==> src/rtl/codec_ctl_pkg.sv <==
/*
 * constants shared by both ends of the codec control link: word layout,
 * register indices, control register 1 fields, reset values, frame sizes.
 * assumes a 16-bit secondary word sent msb first on a sampled serial clock.
 */
package codec_ctl_pkg;
   // ***********************************************************
   // word layout
   // ***********************************************************
   localparam int WORD_BITS = 16;
   localparam int TOP_HI = 15;
   localparam int TOP_LO = 14;
   localparam int RW_BIT = 13;
   localparam int ADDR_HI = 12;
   localparam int ADDR_LO = 8;
   localparam int DATA_HI = 7;
   localparam int DATA_LO = 0;
   localparam logic [3:0] BIT_CNT_LAST = 4'hF;

   // ***********************************************************
   // register indices
   // ***********************************************************
   localparam logic [4:0] REG_NOP = 5'h00;
   localparam logic [4:0] REG_RESET_POWER_INPUT = 5'h01;
   localparam logic [4:0] REG_MODE_SECOND = 5'h02;
   localparam logic [4:0] REG_SLOT_DELAY = 5'h03;
   localparam logic [4:0] REG_GAIN_RATE = 5'h04;

   // ***********************************************************
   // control register 1 fields and reset values
   // ***********************************************************
   localparam int CR1_SOFT_RESET = 7;
   localparam int CR1_POWER_DOWN = 6;
   localparam int CR1_ADC_AUX = 5;
   localparam int CR1_MON_AUX = 4;
   localparam int CR1_MON_GAIN_HI = 3;
   localparam int CR1_MON_GAIN_LO = 2;
   localparam int CR1_LOOPBACK = 1;
   localparam int CR1_DAC16 = 0;
   localparam logic [7:0] CTRL_RESET = 8'h00;
   localparam logic [15:0] WORD_RESET = 16'h0000;

   // monitor gain codes
   localparam logic [1:0] MON_MUTE = 2'h0;
   localparam logic [1:0] MON_0DB = 2'h1;
   localparam logic [1:0] MON_M8DB = 2'h2;
   localparam logic [1:0] MON_M18DB = 2'h3;

   // link clock divider: half period in system clocks (host makes it)
   localparam logic [3:0] LINK_HALF_CYCLES = 4'h8;
endpackage

==> src/rtl/codec_ctl_if.sv <==
/*
 * link between host and codec control block: serial clock, frame,
 * data host to device, data device to host.
 * assumes both ends share the system clock for sampling.
 */
`timescale 1ns/1ps
`default_nettype none
interface codec_ctl_if;
   logic sclk;
   logic frame_sync;
   logic sdin;
   logic sdout;
   modport host (output sclk, output frame_sync, output sdin, input sdout);
   modport device (input sclk, input frame_sync, input sdin, output sdout);
endinterface
`default_nettype wire

==> src/rtl/codec_ctl_device.sv <==
/*
 * device end: shifts in 16-bit secondary words, keeps four control
 * registers, answers reads with the addressed byte in the next word out.
 * assumes link pins are asynchronous; they pass two flip-flops first.
 */
`timescale 1ns/1ps
`default_nettype none
module codec_ctl_device (
   // clock and reset
   input wire logic CLK_IN,
   input wire logic NRST_IN,
   // link
   codec_ctl_if.device LINK,
   // control outputs
   output logic SOFT_RESET_OUT,
   output logic POWER_DOWN_OUT,
   output logic ADC_AUX_SEL_OUT,
   output logic MON_AUX_SEL_OUT,
   output logic [1:0] MON_GAIN_OUT,
   output logic LOOPBACK_OUT,
   output logic DAC16_MODE_OUT,
   output logic [7:0] MODE_SECOND_OUT,
   output logic [7:0] SLOT_DELAY_OUT,
   output logic [7:0] GAIN_RATE_OUT
);
   import codec_ctl_pkg::*;

   // ***********************************************************
   // synchronisers
   // ***********************************************************
   logic [2:0] pin_s;
   logic sclk_old_q, sclk_old_d;
   codec_ctl_pin_sync #(.WIDTH(3)) codec_ctl_pin_sync_i (
      .CLK_IN(CLK_IN),
      .NRST_IN(NRST_IN),
      .PIN_IN({LINK.sclk, LINK.frame_sync, LINK.sdin}),
      .SYNC_OUT(pin_s)
   );

   // edge detector resets to the idle level of sclk: no false edge
   always_comb begin
      sclk_old_d = pin_s[2];
   end

   always_ff @(posedge CLK_IN) begin
      if (!NRST_IN) begin
         sclk_old_q <= 1'b0;
      end else begin
         sclk_old_q <= sclk_old_d;
      end
   end

   logic sclk_rise, sclk_fall, fs_s, din_s;
   assign sclk_rise = pin_s[2] & ~sclk_old_q;
   assign sclk_fall = ~pin_s[2] & sclk_old_q;
   assign fs_s = pin_s[1];
   assign din_s = pin_s[0];

   // ***********************************************************
   // shifter and registers
   // ***********************************************************
   logic [15:0] sh_q, sh_d, out_q, out_d;
   logic [3:0] cnt_q, cnt_d;
   logic [7:0] cr1_q, cr1_d, cr2_q, cr2_d, cr3_q, cr3_d, cr4_q, cr4_d;
   logic sr_q, sr_d, dout_q, dout_d;
   logic [15:0] w;
   logic [7:0] rd;

   always_comb begin
      sh_d = sh_q;
      out_d = out_q;
      cnt_d = cnt_q;
      cr1_d = cr1_q;
      cr2_d = cr2_q;
      cr3_d = cr3_q;
      cr4_d = cr4_q;
      dout_d = dout_q;
      sr_d = 1'b0;
      w = {sh_q[14:0], din_s};
      rd = 8'h00;
      // software reset bit clears itself after one cycle
      cr1_d[CR1_SOFT_RESET] = 1'b0;
      if (!fs_s) begin
         cnt_d = 4'h0;
      end else if (sclk_rise) begin
         sh_d = w;
         cnt_d = cnt_q + 4'h1;
         if (cnt_q == BIT_CNT_LAST) begin
            if (w[TOP_HI:TOP_LO] == 2'h0) begin
               case (w[ADDR_HI:ADDR_LO])
                  REG_RESET_POWER_INPUT: rd = cr1_q;
                  REG_MODE_SECOND: rd = cr2_q;
                  REG_SLOT_DELAY: rd = cr3_q;
                  REG_GAIN_RATE: rd = cr4_q;
                  default: rd = 8'h00;
               endcase
               if (!w[RW_BIT]) begin
                  case (w[ADDR_HI:ADDR_LO])
                     REG_RESET_POWER_INPUT: begin
                        cr1_d = w[DATA_HI:DATA_LO];
                        cr1_d[CR1_SOFT_RESET] = 1'b0;
                        sr_d = w[CR1_SOFT_RESET];
                     end
                     REG_MODE_SECOND: cr2_d = w[DATA_HI:DATA_LO];
                     REG_SLOT_DELAY: cr3_d = w[DATA_HI:DATA_LO];
                     REG_GAIN_RATE: cr4_d = w[DATA_HI:DATA_LO];
                     default: cr1_d = cr1_q;
                  endcase
                  out_d = WORD_RESET;
               end else begin
                  // read answers in next frame, register untouched
                  out_d = {w[15:8], rd};
               end
            end
         end
      end else if (sclk_fall) begin
         dout_d = out_q[4'hF - cnt_q];
      end
      if (sr_q) begin
         // software reset restores every control register
         cr1_d = CTRL_RESET;
         cr2_d = CTRL_RESET;
         cr3_d = CTRL_RESET;
         cr4_d = CTRL_RESET;
      end
   end

   always_ff @(posedge CLK_IN) begin
      if (!NRST_IN) begin
         sh_q <= WORD_RESET;
         out_q <= WORD_RESET;
         cnt_q <= 4'h0;
         cr1_q <= CTRL_RESET;
         cr2_q <= CTRL_RESET;
         cr3_q <= CTRL_RESET;
         cr4_q <= CTRL_RESET;
         sr_q <= 1'b0;
         dout_q <= 1'b0;
      end else begin
         sh_q <= sh_d;
         out_q <= out_d;
         cnt_q <= cnt_d;
         cr1_q <= cr1_d;
         cr2_q <= cr2_d;
         cr3_q <= cr3_d;
         cr4_q <= cr4_d;
         sr_q <= sr_d;
         dout_q <= dout_d;
      end
   end

   // ***********************************************************
   // outputs
   // ***********************************************************
   assign LINK.sdout = dout_q;
   assign SOFT_RESET_OUT = sr_q;
   assign POWER_DOWN_OUT = cr1_q[CR1_POWER_DOWN];
   assign ADC_AUX_SEL_OUT = cr1_q[CR1_ADC_AUX];
   assign MON_AUX_SEL_OUT = cr1_q[CR1_MON_AUX];
   assign MON_GAIN_OUT = cr1_q[CR1_MON_GAIN_HI:CR1_MON_GAIN_LO];
   assign LOOPBACK_OUT = cr1_q[CR1_LOOPBACK];
   assign DAC16_MODE_OUT = cr1_q[CR1_DAC16];
   assign MODE_SECOND_OUT = cr2_q;
   assign SLOT_DELAY_OUT = cr3_q;
   assign GAIN_RATE_OUT = cr4_q;
endmodule

// ***********************************************************
// two-stage synchroniser for the link pins
// ***********************************************************
// the first stage may go metastable, so nothing outside reads it;
// costs two cycles of latency, well inside the half period of sclk
module codec_ctl_pin_sync #(
   parameter int WIDTH = 3
) (
   // clock and reset
   input wire logic CLK_IN,
   input wire logic NRST_IN,
   // raw pins in, settled copies out
   input wire logic [WIDTH-1:0] PIN_IN,
   output logic [WIDTH-1:0] SYNC_OUT
);
   logic [WIDTH-1:0] meta_q, meta_d, sync_q, sync_d;

   always_comb begin
      meta_d = PIN_IN;
      sync_d = meta_q;
   end

   always_ff @(posedge CLK_IN) begin
      if (!NRST_IN) begin
         meta_q <= '0;
         sync_q <= '0;
      end else begin
         meta_q <= meta_d;
         sync_q <= sync_d;
      end
   end

   assign SYNC_OUT = sync_q;
endmodule
`default_nettype wire

==> src/flat_wrapper.sv <==
// flat-port wrapper written by rule: the top's interface ports become plain ports
module codec_ctl_device_flat import codec_ctl_pkg::*;
  (CLK_IN, NRST_IN, SOFT_RESET_OUT, POWER_DOWN_OUT, ADC_AUX_SEL_OUT, MON_AUX_SEL_OUT, MON_GAIN_OUT, LOOPBACK_OUT, DAC16_MODE_OUT, MODE_SECOND_OUT, SLOT_DELAY_OUT, GAIN_RATE_OUT, LINK_sclk, LINK_frame_sync, LINK_sdin, LINK_sdout);
  codec_ctl_if LINK_i ();
  input wire logic CLK_IN;
  input wire logic NRST_IN;
  output logic SOFT_RESET_OUT;
  output logic POWER_DOWN_OUT;
  output logic ADC_AUX_SEL_OUT;
  output logic MON_AUX_SEL_OUT;
  output logic [1:0] MON_GAIN_OUT;
  output logic LOOPBACK_OUT;
  output logic DAC16_MODE_OUT;
  output logic [7:0] MODE_SECOND_OUT;
  output logic [7:0] SLOT_DELAY_OUT;
  output logic [7:0] GAIN_RATE_OUT;
  input wire logic [$bits(LINK_i.sclk)-1:0] LINK_sclk;
  input wire logic [$bits(LINK_i.frame_sync)-1:0] LINK_frame_sync;
  input wire logic [$bits(LINK_i.sdin)-1:0] LINK_sdin;
  output wire logic [$bits(LINK_i.sdout)-1:0] LINK_sdout;
  assign LINK_i.sclk = LINK_sclk;
  assign LINK_i.frame_sync = LINK_frame_sync;
  assign LINK_i.sdin = LINK_sdin;
  assign LINK_sdout = LINK_i.sdout;
  codec_ctl_device u_core (.CLK_IN(CLK_IN), .NRST_IN(NRST_IN), .LINK(LINK_i), .SOFT_RESET_OUT(SOFT_RESET_OUT), .POWER_DOWN_OUT(POWER_DOWN_OUT), .ADC_AUX_SEL_OUT(ADC_AUX_SEL_OUT), .MON_AUX_SEL_OUT(MON_AUX_SEL_OUT), .MON_GAIN_OUT(MON_GAIN_OUT), .LOOPBACK_OUT(LOOPBACK_OUT), .DAC16_MODE_OUT(DAC16_MODE_OUT), .MODE_SECOND_OUT(MODE_SECOND_OUT), .SLOT_DELAY_OUT(SLOT_DELAY_OUT), .GAIN_RATE_OUT(GAIN_RATE_OUT));
endmodule
==> config.mk <==
export PLATFORM = sky130hd
export DESIGN_NAME = codec_ctl_device_flat
export DESIGN_NICKNAME = d
export VERILOG_FILES = /design/src/rtl/codec_ctl_pkg.sv /design/src/rtl/codec_ctl_if.sv /design/src/rtl/codec_ctl_device.sv /design/src/flat_wrapper.sv
export SDC_FILE = /design/constraint.sdc
export NUM_CORES = 1
export LEC_CHECK = 0
export BUFFER_PORTS_ARGS = -buffer_cell sky130_fd_sc_hd__buf_2
export CORE_MARGIN = 2
export CORE_UTILIZATION = 41
export DETAILED_ROUTE_END_ITERATION = 10
export HOLD_SLACK_MARGIN = 0.15
export SLEW_MARGIN = 20
export SYNTH_ARGS = -nofsm -noshare
export SYNTH_HDL_FRONTEND = slang
export SYNTH_SLANG_ARGS = --single-unit
export TNS_END_PERCENT = 50
==> constraint.sdc <==
create_clock -name CLK_IN -period 5.2 [get_ports CLK_IN]
set_clock_uncertainty 0.05 [all_clocks]
set_input_delay 0.26 -clock CLK_IN [delete_from_list [all_inputs] [get_ports CLK_IN]]
set_output_delay 0.26 -clock CLK_IN [all_outputs]
set_load 0.005 [all_outputs]
==> metrics, run 1 <==
Final GP Congestion 0.802; syn avg cell area 8.98 um^2; drt total wl 8360 um; Clk Tree Root Cell clkbuf_8; Max Cap Violations 0; P_sw 0.239 mW; FF-to-FF setup slack 2.46 ns; dominant cell type by area after synthesis dfxtp_1; internal power 0.883 mW; setup bufs post-CTS 0; LEAKAGE 1.25 nW; CTS resizes 0; Max FO, Critical Path 22; Seq pwr share 0.516; clk_lat worst skew 0.36 ns; WL per Instance 16.5 um; relative slew slack 0.314; total track usage 0.200; vias per cell 5.33; share of Yosys cell area claimed by the top area cell type 0.445; Final period util 0.527; Mapped Area 0.00338 mm^2; GR Overflow Total 0; Max Root-Sink Buffers 2; worst setup path start u_core.sh_q[9]; Least-Margin Pin Slew 1.03 ns; Nets 402; Setup TNS Final 0 ns; Unique masters post-synth 45; DPL Wire Length 5540 um; critical path required time 5.44 ns; CTS Buf Count 9; Worst setup SP type flip-flop; die footprint 0.00898 mm^2; Worst-path clk slew 0.08 ns; # fillers 815; standard-cell rows 33; Post-Syn Instances 376; critical path arrival 2.98 ns; WS Path Type flip-flop to flip-flop; initial antenna violation count 0; Worst Slack Setup Final 2.46 ns; multi-input combinational cell area 0.00172 mm^2; largest net degree at the start of global routing 47; router iterations before antenna repair 4; layout cells sized above 1 0.195; Synth Register Bits 75; Die Span X 94.8 um; Seq. cell area 0.00150 mm^2; CP Capture Type flip-flop; register area share after synthesis 0.445; Power Density 294 mW/mm^2; Synth Net Count 382; htree depth 3; RSZ-0062 raised after global routing false; RR Endpoint u_core.out_q[3]; core area 0.00809 mm^2; first-pass GRT wire length 13600 um; Area Growth Syn to Fin 12.9%; dpl ws 2.53 ns; number of global-route vias before repair 2539; Fmax 0.365 GHz; vias 2699; DRT antenna net count 0; synth warn 0; Ports 38; Hold Vio Cnt, Final 0; # DRC 0; number of diodes 0; Max VDD drop 0.000149 V; final setup fails 0; most frequent cell after synthesis dfxtp_1; switch share 0.213; commonest cells in the synthesized netlist dfxtp_1, nand2_1, a21oi_1; Min-Delay Path Class flip-flop to flip-flop; Post-synth EDFFs 0; Starting Density 0.417; worst reg-to-reg path cell count 4; CTS tree yes; port bufs 37; worst r2r src u_core.sh_q[9]; starting DRC count in detailed routing 154; CTS Sinks 75; asr flop ratio synth 0; ranking of synthesized cells by area dfxtp_1, a21boi_0, mux2i_1; die height 94.8 um; Main synth FF type dfxtp_1; run status finished, final reports clean; part of the power in the clock network 0.468; Final Slew Violations 0; CTS Hold Buffers Added 3; crit path to u_core.out_q[3]; Comb power frac 0.016; Design Power 1.12 mW; minimum clock period 2.74 ns
logic make-up (layout without fill, tap and decap cells):
group	after synthesis	after routing	synth area share
simple gates	148	148	0.237
compound gates	93	93	0.177
flops	75	75	0.445
buf+inv	33	58	0.0467
mux	23	23	0.0830
xor+xnor	3	3	0.00778
fa+ha+maj	1	1	0.00370
state kept, by name, indices dropped and copies added, names as in the netlist:
register / cells
u_core.GAIN_RATE_OUT: 8
u_core.LINK.sdout: 1
u_core.MODE_SECOND_OUT: 8
u_core.SLOT_DELAY_OUT: 8
u_core.SOFT_RESET_OUT: 1
u_core.cnt_q: 4
u_core.codec_ctl_pin_sync_i.SYNC_OUT: 3
u_core.codec_ctl_pin_sync_i.meta_q: 3
u_core.cr1_q: 7
u_core.out_q: 16
u_core.sclk_old_q: 1
u_core.sh_q: 15
critical path: stages, from the launching register on:
cell and delay, ns:
dfxtp_1 0.77, or3b_2 0.51, a2111oi_2 0.83, o21ai_0 0.30, a21boi_0 0.22
layout by cell type (no fill, tap or decap), drive strengths merged, types with 3 or more instances in the layout:
cell and n:
dfxtp 75, nand2 49, buf 37, a21oi 30
o21ai 30, nand3 29, a21boi 28, nor2 20
mux2i 19, nand3b 15, clkbuf 11, and2 9
mux4 4, inv 4, nor4 4, nor2b 3
and3 3, dlygate4sd3 3
metal layers:
layer | track usage | wire length [um] | vias to the layer above | share of wire
li1 | - | - | 1362 | -
met2 | 0.288 | 3770 | 64 | 0.45
met1 | 0.283 | 4100 | 1264 | 0.49
met5 | 0 | 0 | - | 0
met3 | 0.0591 | 391 | 9 | 0.047
met4 | 0.0725 | 102 | 0 | 0.012
how the worst min path moves through the flow:
stage / start / end / depth (start not counted)
after floorplan: LINK_sdin / u_core.codec_ctl_pin_sync_i.meta_q[0] / 1
after global placement: u_core.codec_ctl_pin_sync_i.meta_q[0] / u_core.codec_ctl_pin_sync_i.SYNC_OUT[0] / 1
after detailed placement: u_core.codec_ctl_pin_sync_i.meta_q[0] / u_core.codec_ctl_pin_sync_i.SYNC_OUT[0] / 1
after CTS: u_core.codec_ctl_pin_sync_i.meta_q[1] / u_core.codec_ctl_pin_sync_i.SYNC_OUT[1] / 1
after global routing: u_core.codec_ctl_pin_sync_i.meta_q[2] / u_core.codec_ctl_pin_sync_i.SYNC_OUT[2] / 1
final: u_core.codec_ctl_pin_sync_i.meta_q[1] / u_core.codec_ctl_pin_sync_i.SYNC_OUT[1] / 1
metrics by stage:
stage	hold slack, ns	instances	util	cell area [um^2]
after floorplan	0.337	376	-	3380
after global placement	0.374	487	0.438	3540
after detailed placement	0.376	487	0.438	3550
after CTS	0.402	506	0.471	3810
after global routing	0.411	506	0.471	3810
final	0.393	506	0.471	3810
layout make-up:
class | instances | area share
clock buffer | 11 | 0.0397
clock inverter | 5 | 0.0217
inverter | 2 | 0.00197
multi-input combinational | 268 | 0.451
sequential | 75 | 0.394
tap | 105 | 0.0345
timing repair buffer | 40 | 0.0565
power by group through the flow:
stage	clock (mW)	sequential, mW	combinational, mW
floorplan	0	0.591	0.0123
global placement	0	0.592	0.0161
detailed placement	0	0.592	0.0164
CTS	0.537	0.578	0.0181
global route	0.565	0.579	0.0197
finish	0.525	0.578	0.0179
Power figures use the tool's default switching activity.
==> run 2, diff against run 1 <==
==> constraint.sdc (replaced) <==
create_clock -name CLK_IN -period 2.45 [get_ports CLK_IN]
set_clock_uncertainty 0.05 [all_clocks]
set_input_delay 0.1225 -clock CLK_IN [delete_from_list [all_inputs] [get_ports CLK_IN]]
set_output_delay 0.1225 -clock CLK_IN [all_outputs]
set_load 0.005 [all_outputs]
==> run 2 against run 1 <==
Net effect: sequential power is 110% higher; via count is 3.0% higher; final cell count is 3.0% higher; clock-buffer cell count stayed put; wire length is 3.2% lower; maximum frequency is 24% higher; non-clock buffer count is 15 higher; flip-flop and latch count stayed put; clock power is 84% higher; hold slack worse by 0.19 ns; die area stayed put; first-iteration DRC count is 21% lower; largest cell class unchanged.
==> metrics, run 2 (synthesis results as in run 1) <==
Nets 417 (+3.7%); uppermost layer routed met4; clk_lat worst skew 0.35 ns (about the same); top flop regs u_core.out_q (16), u_core.sh_q (15); starting DRC count in detailed routing 121 (-21%); WL per Instance 15.5 um (-6.0%); part of the power in the clock network 0.432 (-0.036); FF-to-FF setup slack 0.24 ns (-2.22 ns); GR Overflow Total 0 (unchanged); worst reg-to-reg path cell count 4 (unchanged); number of diodes 0 (unchanged); core area 0.00809 mm^2 (unchanged); cells along the critical path or4b_4, or4_4, o21ai_0, a21oi_1; port bufs 37 (unchanged); WS Path Type flip-flop to flip-flop; Power Density 574 mW/mm^2 (+95%); Min-Delay Path Class input port to flip-flop; total track usage 0.193 (-0.00749); die footprint 0.00898 mm^2 (unchanged); Top reg by flops u_core.out_q; Area Growth Syn to Fin 15.2%; WL met2 3440 um (-8.7%); vias per cell 5.34 (about the same); RSZ-0062 raised after global routing false; number of global-route vias before repair 2480 (-2.3%); worst r2r src u_core.sh_q[8]; most frequent cells in the layout dfxtp_1, nand2_1, buf_2, a21oi_1, nand3_1; Max FO, Critical Path 16 (-27%); most common cell after layout, fill and taps aside dfxtp_1; internal power 1.74 mW (+97%); CTS Sinks 75 (unchanged); Seq pwr share 0.550 (+0.034); final setup fails 0 (unchanged); DPL Wire Length 5610 um (+1.3%); Comb power frac 0.018 (+0.002); Max Root-Sink Buffers 2 (unchanged); Setup TNS Final 0 ns (unchanged); Max VDD drop 0.000295 V (+98%); LEAKAGE 1.30 nW (+4.1%); Worst setup SP type flip-flop; buffers and inverters on the worst path 0 (unchanged); CTS Buf Count 9 (unchanged); Crit path max-delay family simple AND/OR/NAND/NOR gates; worst setup path start u_core.sh_q[8]; critical path arrival 2.39 ns (-0.59 ns); Final Slew Violations 0 (unchanged); multi-input combinational cell area 0.00172 mm^2 (-0.15%); crit path to u_core.SLOT_DELAY_OUT[1]; die height 94.8 um (unchanged); CTS resizes 0 (unchanged); # fillers 815 (unchanged); CTS tree yes; layout cells sized above 1 0.219 (+0.0242); run status finished, final reports clean; Design Power 2.23 mW (+99%); # DRC 0 (unchanged); RR Endpoint u_core.SLOT_DELAY_OUT[1]; largest net degree at the start of global routing 32 (-32%); Starting Density 0.417 (unchanged); CP max-delay cell or4_4; vias 2780 (+3.0%); minimum clock period 2.21 ns (-0.527 ns); Final period util 0.903 (+0.376); drt total wl 8090 um (-3.2%); CP Capture Type flip-flop; Clk Tree Root Cell clkbuf_8; Max Cap Violations 0 (unchanged); switch share 0.220 (+0.00681); P_sw 0.490 mW (+110%); max reg flops 16 (unchanged); Die Span X 94.8 um (unchanged); DRT antenna net count 0 (unchanged); Hold Vio Cnt, Final 0 (unchanged); htree depth 3 (unchanged); met3 wire length 418 um (+6.9%); relative slew slack 0.602 (+0.288); standard-cell rows 33 (unchanged); CP Depth 4 (unchanged); router iterations before antenna repair 4 (unchanged); Worst-path clk slew 0.08 ns (about the same); first-pass GRT wire length 13300 um (-2.3%); initial antenna violation count 0 (unchanged); Ports 38 (unchanged); wl on met1 4120 um (+0.63%); Fmax 0.452 GHz (+24%); Final GP Congestion 0.846 (+5.5%); Seq. cell area 0.00150 mm^2 (unchanged); critical path required time 2.63 ns (-2.81 ns); worst stage delay on the critical path 0.69 ns (-0.14 ns); Least-Margin Pin Slew 0.597 ns (-0.432 ns)
[run 2: cell types whose count changed in the layout (fill, tap and decap cells not counted)]
cell	change
nand2b_2	-1
inv_6	-1
clkbuf_1	+1
nand2b_1	+1
clkbuf_8	-1
bufinv_16	-1
clkinv_2	-1
clkinvlp_4	+3
buf_4	+15
[run 2: worst reg2reg max path, stage by stage, from the launching register on]
cell and delay (ns):
dfxtp_1 0.47, or4b_4 0.59, or4_4 0.69, o21ai_0 0.21, a21oi_1 0.09
[run 2: area by class of cell]
class                   count  share of cell area
repair buffers             55              0.0843
multi-input cells         268               0.442
clock buffers              11              0.0363
well taps                 105              0.0338
inverters                   2             0.00193
flip-flops and latches     75               0.386
clock inverters             5              0.0158
[run 2: metal layers]
metal,up-vias,global-route usage
met5,-,0
met4,0,0.0580
met3,12,0.0399
met2,64,0.285
met1,1321,0.281
li1,1383,-
[run 2: what timing repair did]
| item | CTS | global route |
|---|---|---|
| hold buffers | 3 | 0 |
| buffers inserted | 0 | 0 |
| endpoints found under the hold margin | 3 | 0 |
| setup endpoints to repair | 0 | 0 |
[run 2: worst min path at each step]
stage          slack (ns)                                    end  cells past startpoint            start
2_1_floorplan        0.20  u_core.codec_ctl_pin_sync_i.meta_q[0]                      1        LINK_sdin
3_3_place_gp         0.28  u_core.codec_ctl_pin_sync_i.meta_q[1]                      2  LINK_frame_sync
3_5_place_dp         0.28  u_core.codec_ctl_pin_sync_i.meta_q[2]                      2        LINK_sclk
4_1_cts              0.19                         u_core.sh_q[2]                      2          NRST_IN
5_1_grt              0.21                         u_core.sh_q[2]                      2          NRST_IN
6_report             0.20                  u_core.SOFT_RESET_OUT                      3          NRST_IN
[run 2: metrics by stage]
stage	hold slack [ns]	cells	util	instance area, um^2	setup WS [ns]
after floorplan	0.200	376	-	3380	0.328
after global placement	0.280	502	0.452	3660	0.294
after detailed placement	0.283	502	0.452	3660	0.253
after CTS	0.189	521	0.481	3890	0.248
after global routing	0.207	521	0.481	3890	0.0666
final	0.201	521	0.481	3890	0.237
[run 2: power by group through the flow]
stage	combinational [mW]	clock, mW	sequential (mW)
global route	0.0453	1.04	1.23
detailed placement	0.0377	0	1.26
finish	0.0410	0.964	1.23
CTS	0.0415	0.990	1.23
floorplan	0.0260	0	1.25
global placement	0.0376	0	1.26
==> run 3, diff against run 2 <==
--- a/config.mk
+++ b/config.mk
@@ -6,7 +6,6 @@
 export NUM_CORES = 1
 export LEC_CHECK = 0
 export BUFFER_PORTS_ARGS = -buffer_cell sky130_fd_sc_hd__buf_2
-export CORE_MARGIN = 2
 export CORE_UTILIZATION = 41
 export DETAILED_ROUTE_END_ITERATION = 10
 export HOLD_SLACK_MARGIN = 0.15
==> constraint.sdc (replaced) <==
create_clock -name CLK_IN -period 2.45 [get_ports CLK_IN]
set_clock_uncertainty 0.05 [all_clocks]
set_input_delay 0.1225 -clock CLK_IN [delete_from_list [all_inputs] [get_ports CLK_IN]]
set_output_delay 0.1225 -clock CLK_IN [all_outputs]
set_load 0.05 [all_outputs]
==> run 3 against run 2 <==
Net effect: register-to-register slack barely moved; via count rose by 0.68%; sequential power barely moved; flip-flop and latch count did not move; clock power rose by 20%; hold slack improved by 0.077 ns; critical endpoint is now u_core.SLOT_DELAY_OUT[3]; maximum frequency fell by 0.37%; critical path type unchanged; die area fell by 4.2%.
==> metrics, run 3 (synthesis results as in run 1) <==
number of global-route vias before repair 2589 (+4.4%); non-filler instance count after layout 514 (-1.3%); internal power 1.92 mW (+10%); Max Cap Violations 0 (unchanged); starting DRC count in detailed routing 223 (+84%); WL per Instance 16.2 um (+4.4%); CTS Sinks 75 (unchanged); Hold Vio Cnt, Final 0 (unchanged); Max Root-Sink Buffers 2 (unchanged); Min-Delay Path Class input port to flip-flop; CTS tree yes; LEAKAGE 1.30 nW (about the same); number of diodes 0 (unchanged); clk_lat worst skew 0.36 ns (about the same); Worst setup SP type flip-flop; max reg flops 16 (unchanged); top flop regs u_core.out_q (16), u_core.sh_q (15); P_sw 0.505 mW (+2.9%); CP Capture Type flip-flop; Area Growth Syn to Fin 15.3%; Seq. cell area 0.00150 mm^2 (unchanged); critical path required time 2.64 ns (about the same); Comb power frac 0.016 (-0.002); Starting Density 0.430 (+0.0130); GR Overflow Total 0 (unchanged); Least-Margin Pin Slew 0.617 ns (+0.0200 ns); vias per cell 5.45 (+2.1%); # DRC 0 (unchanged); Die Span X 92.8 um (-2.1%); placed cells 495 (-1.4%); Seq pwr share 0.507 (-0.043); port bufs 37 (unchanged); vias 2799 (+0.68%); # fillers 786 (-3.6%); switch share 0.208 (-0.0113); Max FO, Critical Path 16 (unchanged); total track usage 0.207 (+0.0148); Clk Tree Root Cell clkbuf_8; Setup TNS Final 0 ns (unchanged); buffers and inverters on the worst path 0 (unchanged); minimum clock period 2.22 ns (+0.00833 ns); most frequent cells in the layout dfxtp_1, nand2_1, buf_2, a21oi_1, nand3_1; cells along the critical path or4b_4, or4_4, o21ai_0, a21oi_1; drt total wl 8330 um (+3.0%); relative slew slack 0.588 (-0.0133); CP max-delay cell or4_4; final setup fails 0 (unchanged); CTS resizes 0 (unchanged); Ports 38 (unchanged); worst stage delay on the critical path 0.69 ns (about the same); Post-Place Cell Area 0.00362 mm^2 (-0.92%); part of the power in the clock network 0.477 (+0.045); Fmax 0.450 GHz (-0.37%); Crit path max-delay family simple AND/OR/NAND/NOR gates; most common cell after layout, fill and taps aside dfxtp_1; CTS Buf Count 9 (unchanged); Power Density 622 mW/mm^2 (+8.3%); layout cells sized above 1 0.211 (-0.00758); Final GP Congestion 0.818 (-3.4%); htree depth 3 (unchanged); multi-input combinational cell area 0.00172 mm^2 (unchanged); largest net degree at the start of global routing 44 (+38%); die footprint 0.00860 mm^2 (-4.2%); first-pass GRT wire length 13700 um (+3.0%); RSZ-0062 raised after global routing false; Worst-path clk slew 0.08 ns (about the same); initial antenna violation count 0 (unchanged); DRT antenna net count 0 (unchanged); design area 0.00389 mm^2 (+0.13%); die height 92.8 um (-2.1%); Top reg by flops u_core.out_q; Nets 413 (-0.96%); Final period util 0.907 (+0.00340); core area 0.00785 mm^2 (-3.0%); Max VDD drop 0.000284 V (-3.6%); router iterations before antenna repair 4 (unchanged); Final Slew Violations 0 (unchanged); critical path arrival 2.41 ns (+0.02 ns); WS Path Type flip-flop to flip-flop; run status finished, final reports clean; standard-cell rows 32 (-3.0%); DPL Wire Length 5620 um (about the same)
==> run 3: cell count changes in the layout (fill, tap and decap cells not counted) <==
cell        delta
buf_4          -4
bufinv_16      +2
clkbuf_8       -1
clkinv_4       +1
clkinvlp_4     -1
inv_6          -1
==> run 3: per-stage QoR <==
step	worst slack [ns]	hold slack, ns	utilization	power [mW]
floorplan	0.326	0.200	-	1.28
global placement	0.303	0.278	0.462	1.29
detailed placement	0.255	0.283	0.462	1.29
CTS	0.233	0.279	0.496	2.44
global route	0.116	0.305	0.496	2.51
finish	0.229	0.278	0.496	2.42
==> run 3: final cells by class <==
cell class	instances	area share
timing repair buffer	51	0.0765
clock inverter	6	0.0292
inverter	2	0.00193
clock buffer	10	0.0328
tap	102	0.0328
sequential	75	0.386
multi-input combinational	268	0.441
==> run 3: path summary, 6_finish.rpt <==
| kind | startpoint | endpoint | slack, ns | depth (start not counted) |
|---|---|---|---|---|
| setup / recovery | u_core.sh_q[8] | u_core.SLOT_DELAY_OUT[3] | 0.23 | 4 |
| setup reg to reg | u_core.sh_q[8] | u_core.SLOT_DELAY_OUT[3] | 0.23 | 4 |
| hold / removal | NRST_IN | u_core.sh_q[7] | 0.28 | 2 |
| hold reg to reg | u_core.codec_ctl_pin_sync_i.meta_q[1] | u_core.codec_ctl_pin_sync_i.SYNC_OUT[1] | 0.38 | 1 |
==> run 3: worst register-to-register path, cell delays in order (launching register included) <==
cell and delay, ns:
dfxtp_1 0.47, or4b_4 0.58, or4_4 0.69, o21ai_0 0.23, a21oi_1 0.08
==> run 3: routing by layer <==
layer	up-vias	global-route usage	wire length, um
met2	66	0.311	3830
met5	-	0	0
met3	7	0.0501	452
met1	1347	0.295	3960
li1	1379	-	-
met4	0	0.0590	90
==> run 3: what timing repair did <==
action | 4_1_cts | 5_1_grt
hold buffers | 3 | 0
endpoints found under the hold margin | 3 | 0
setup buffers | 0 | 0
setup endpoints to repair | 0 | 0
==> run 3: power by group through the flow <==
stage | logic [mW] | registers, mW | clock network, mW
floorplan | 0.0260 | 1.25 | 0
global placement | 0.0363 | 1.26 | 0
detailed placement | 0.0364 | 1.26 | 0
CTS | 0.0401 | 1.23 | 1.17
global route | 0.0435 | 1.23 | 1.24
finish | 0.0394 | 1.23 | 1.16
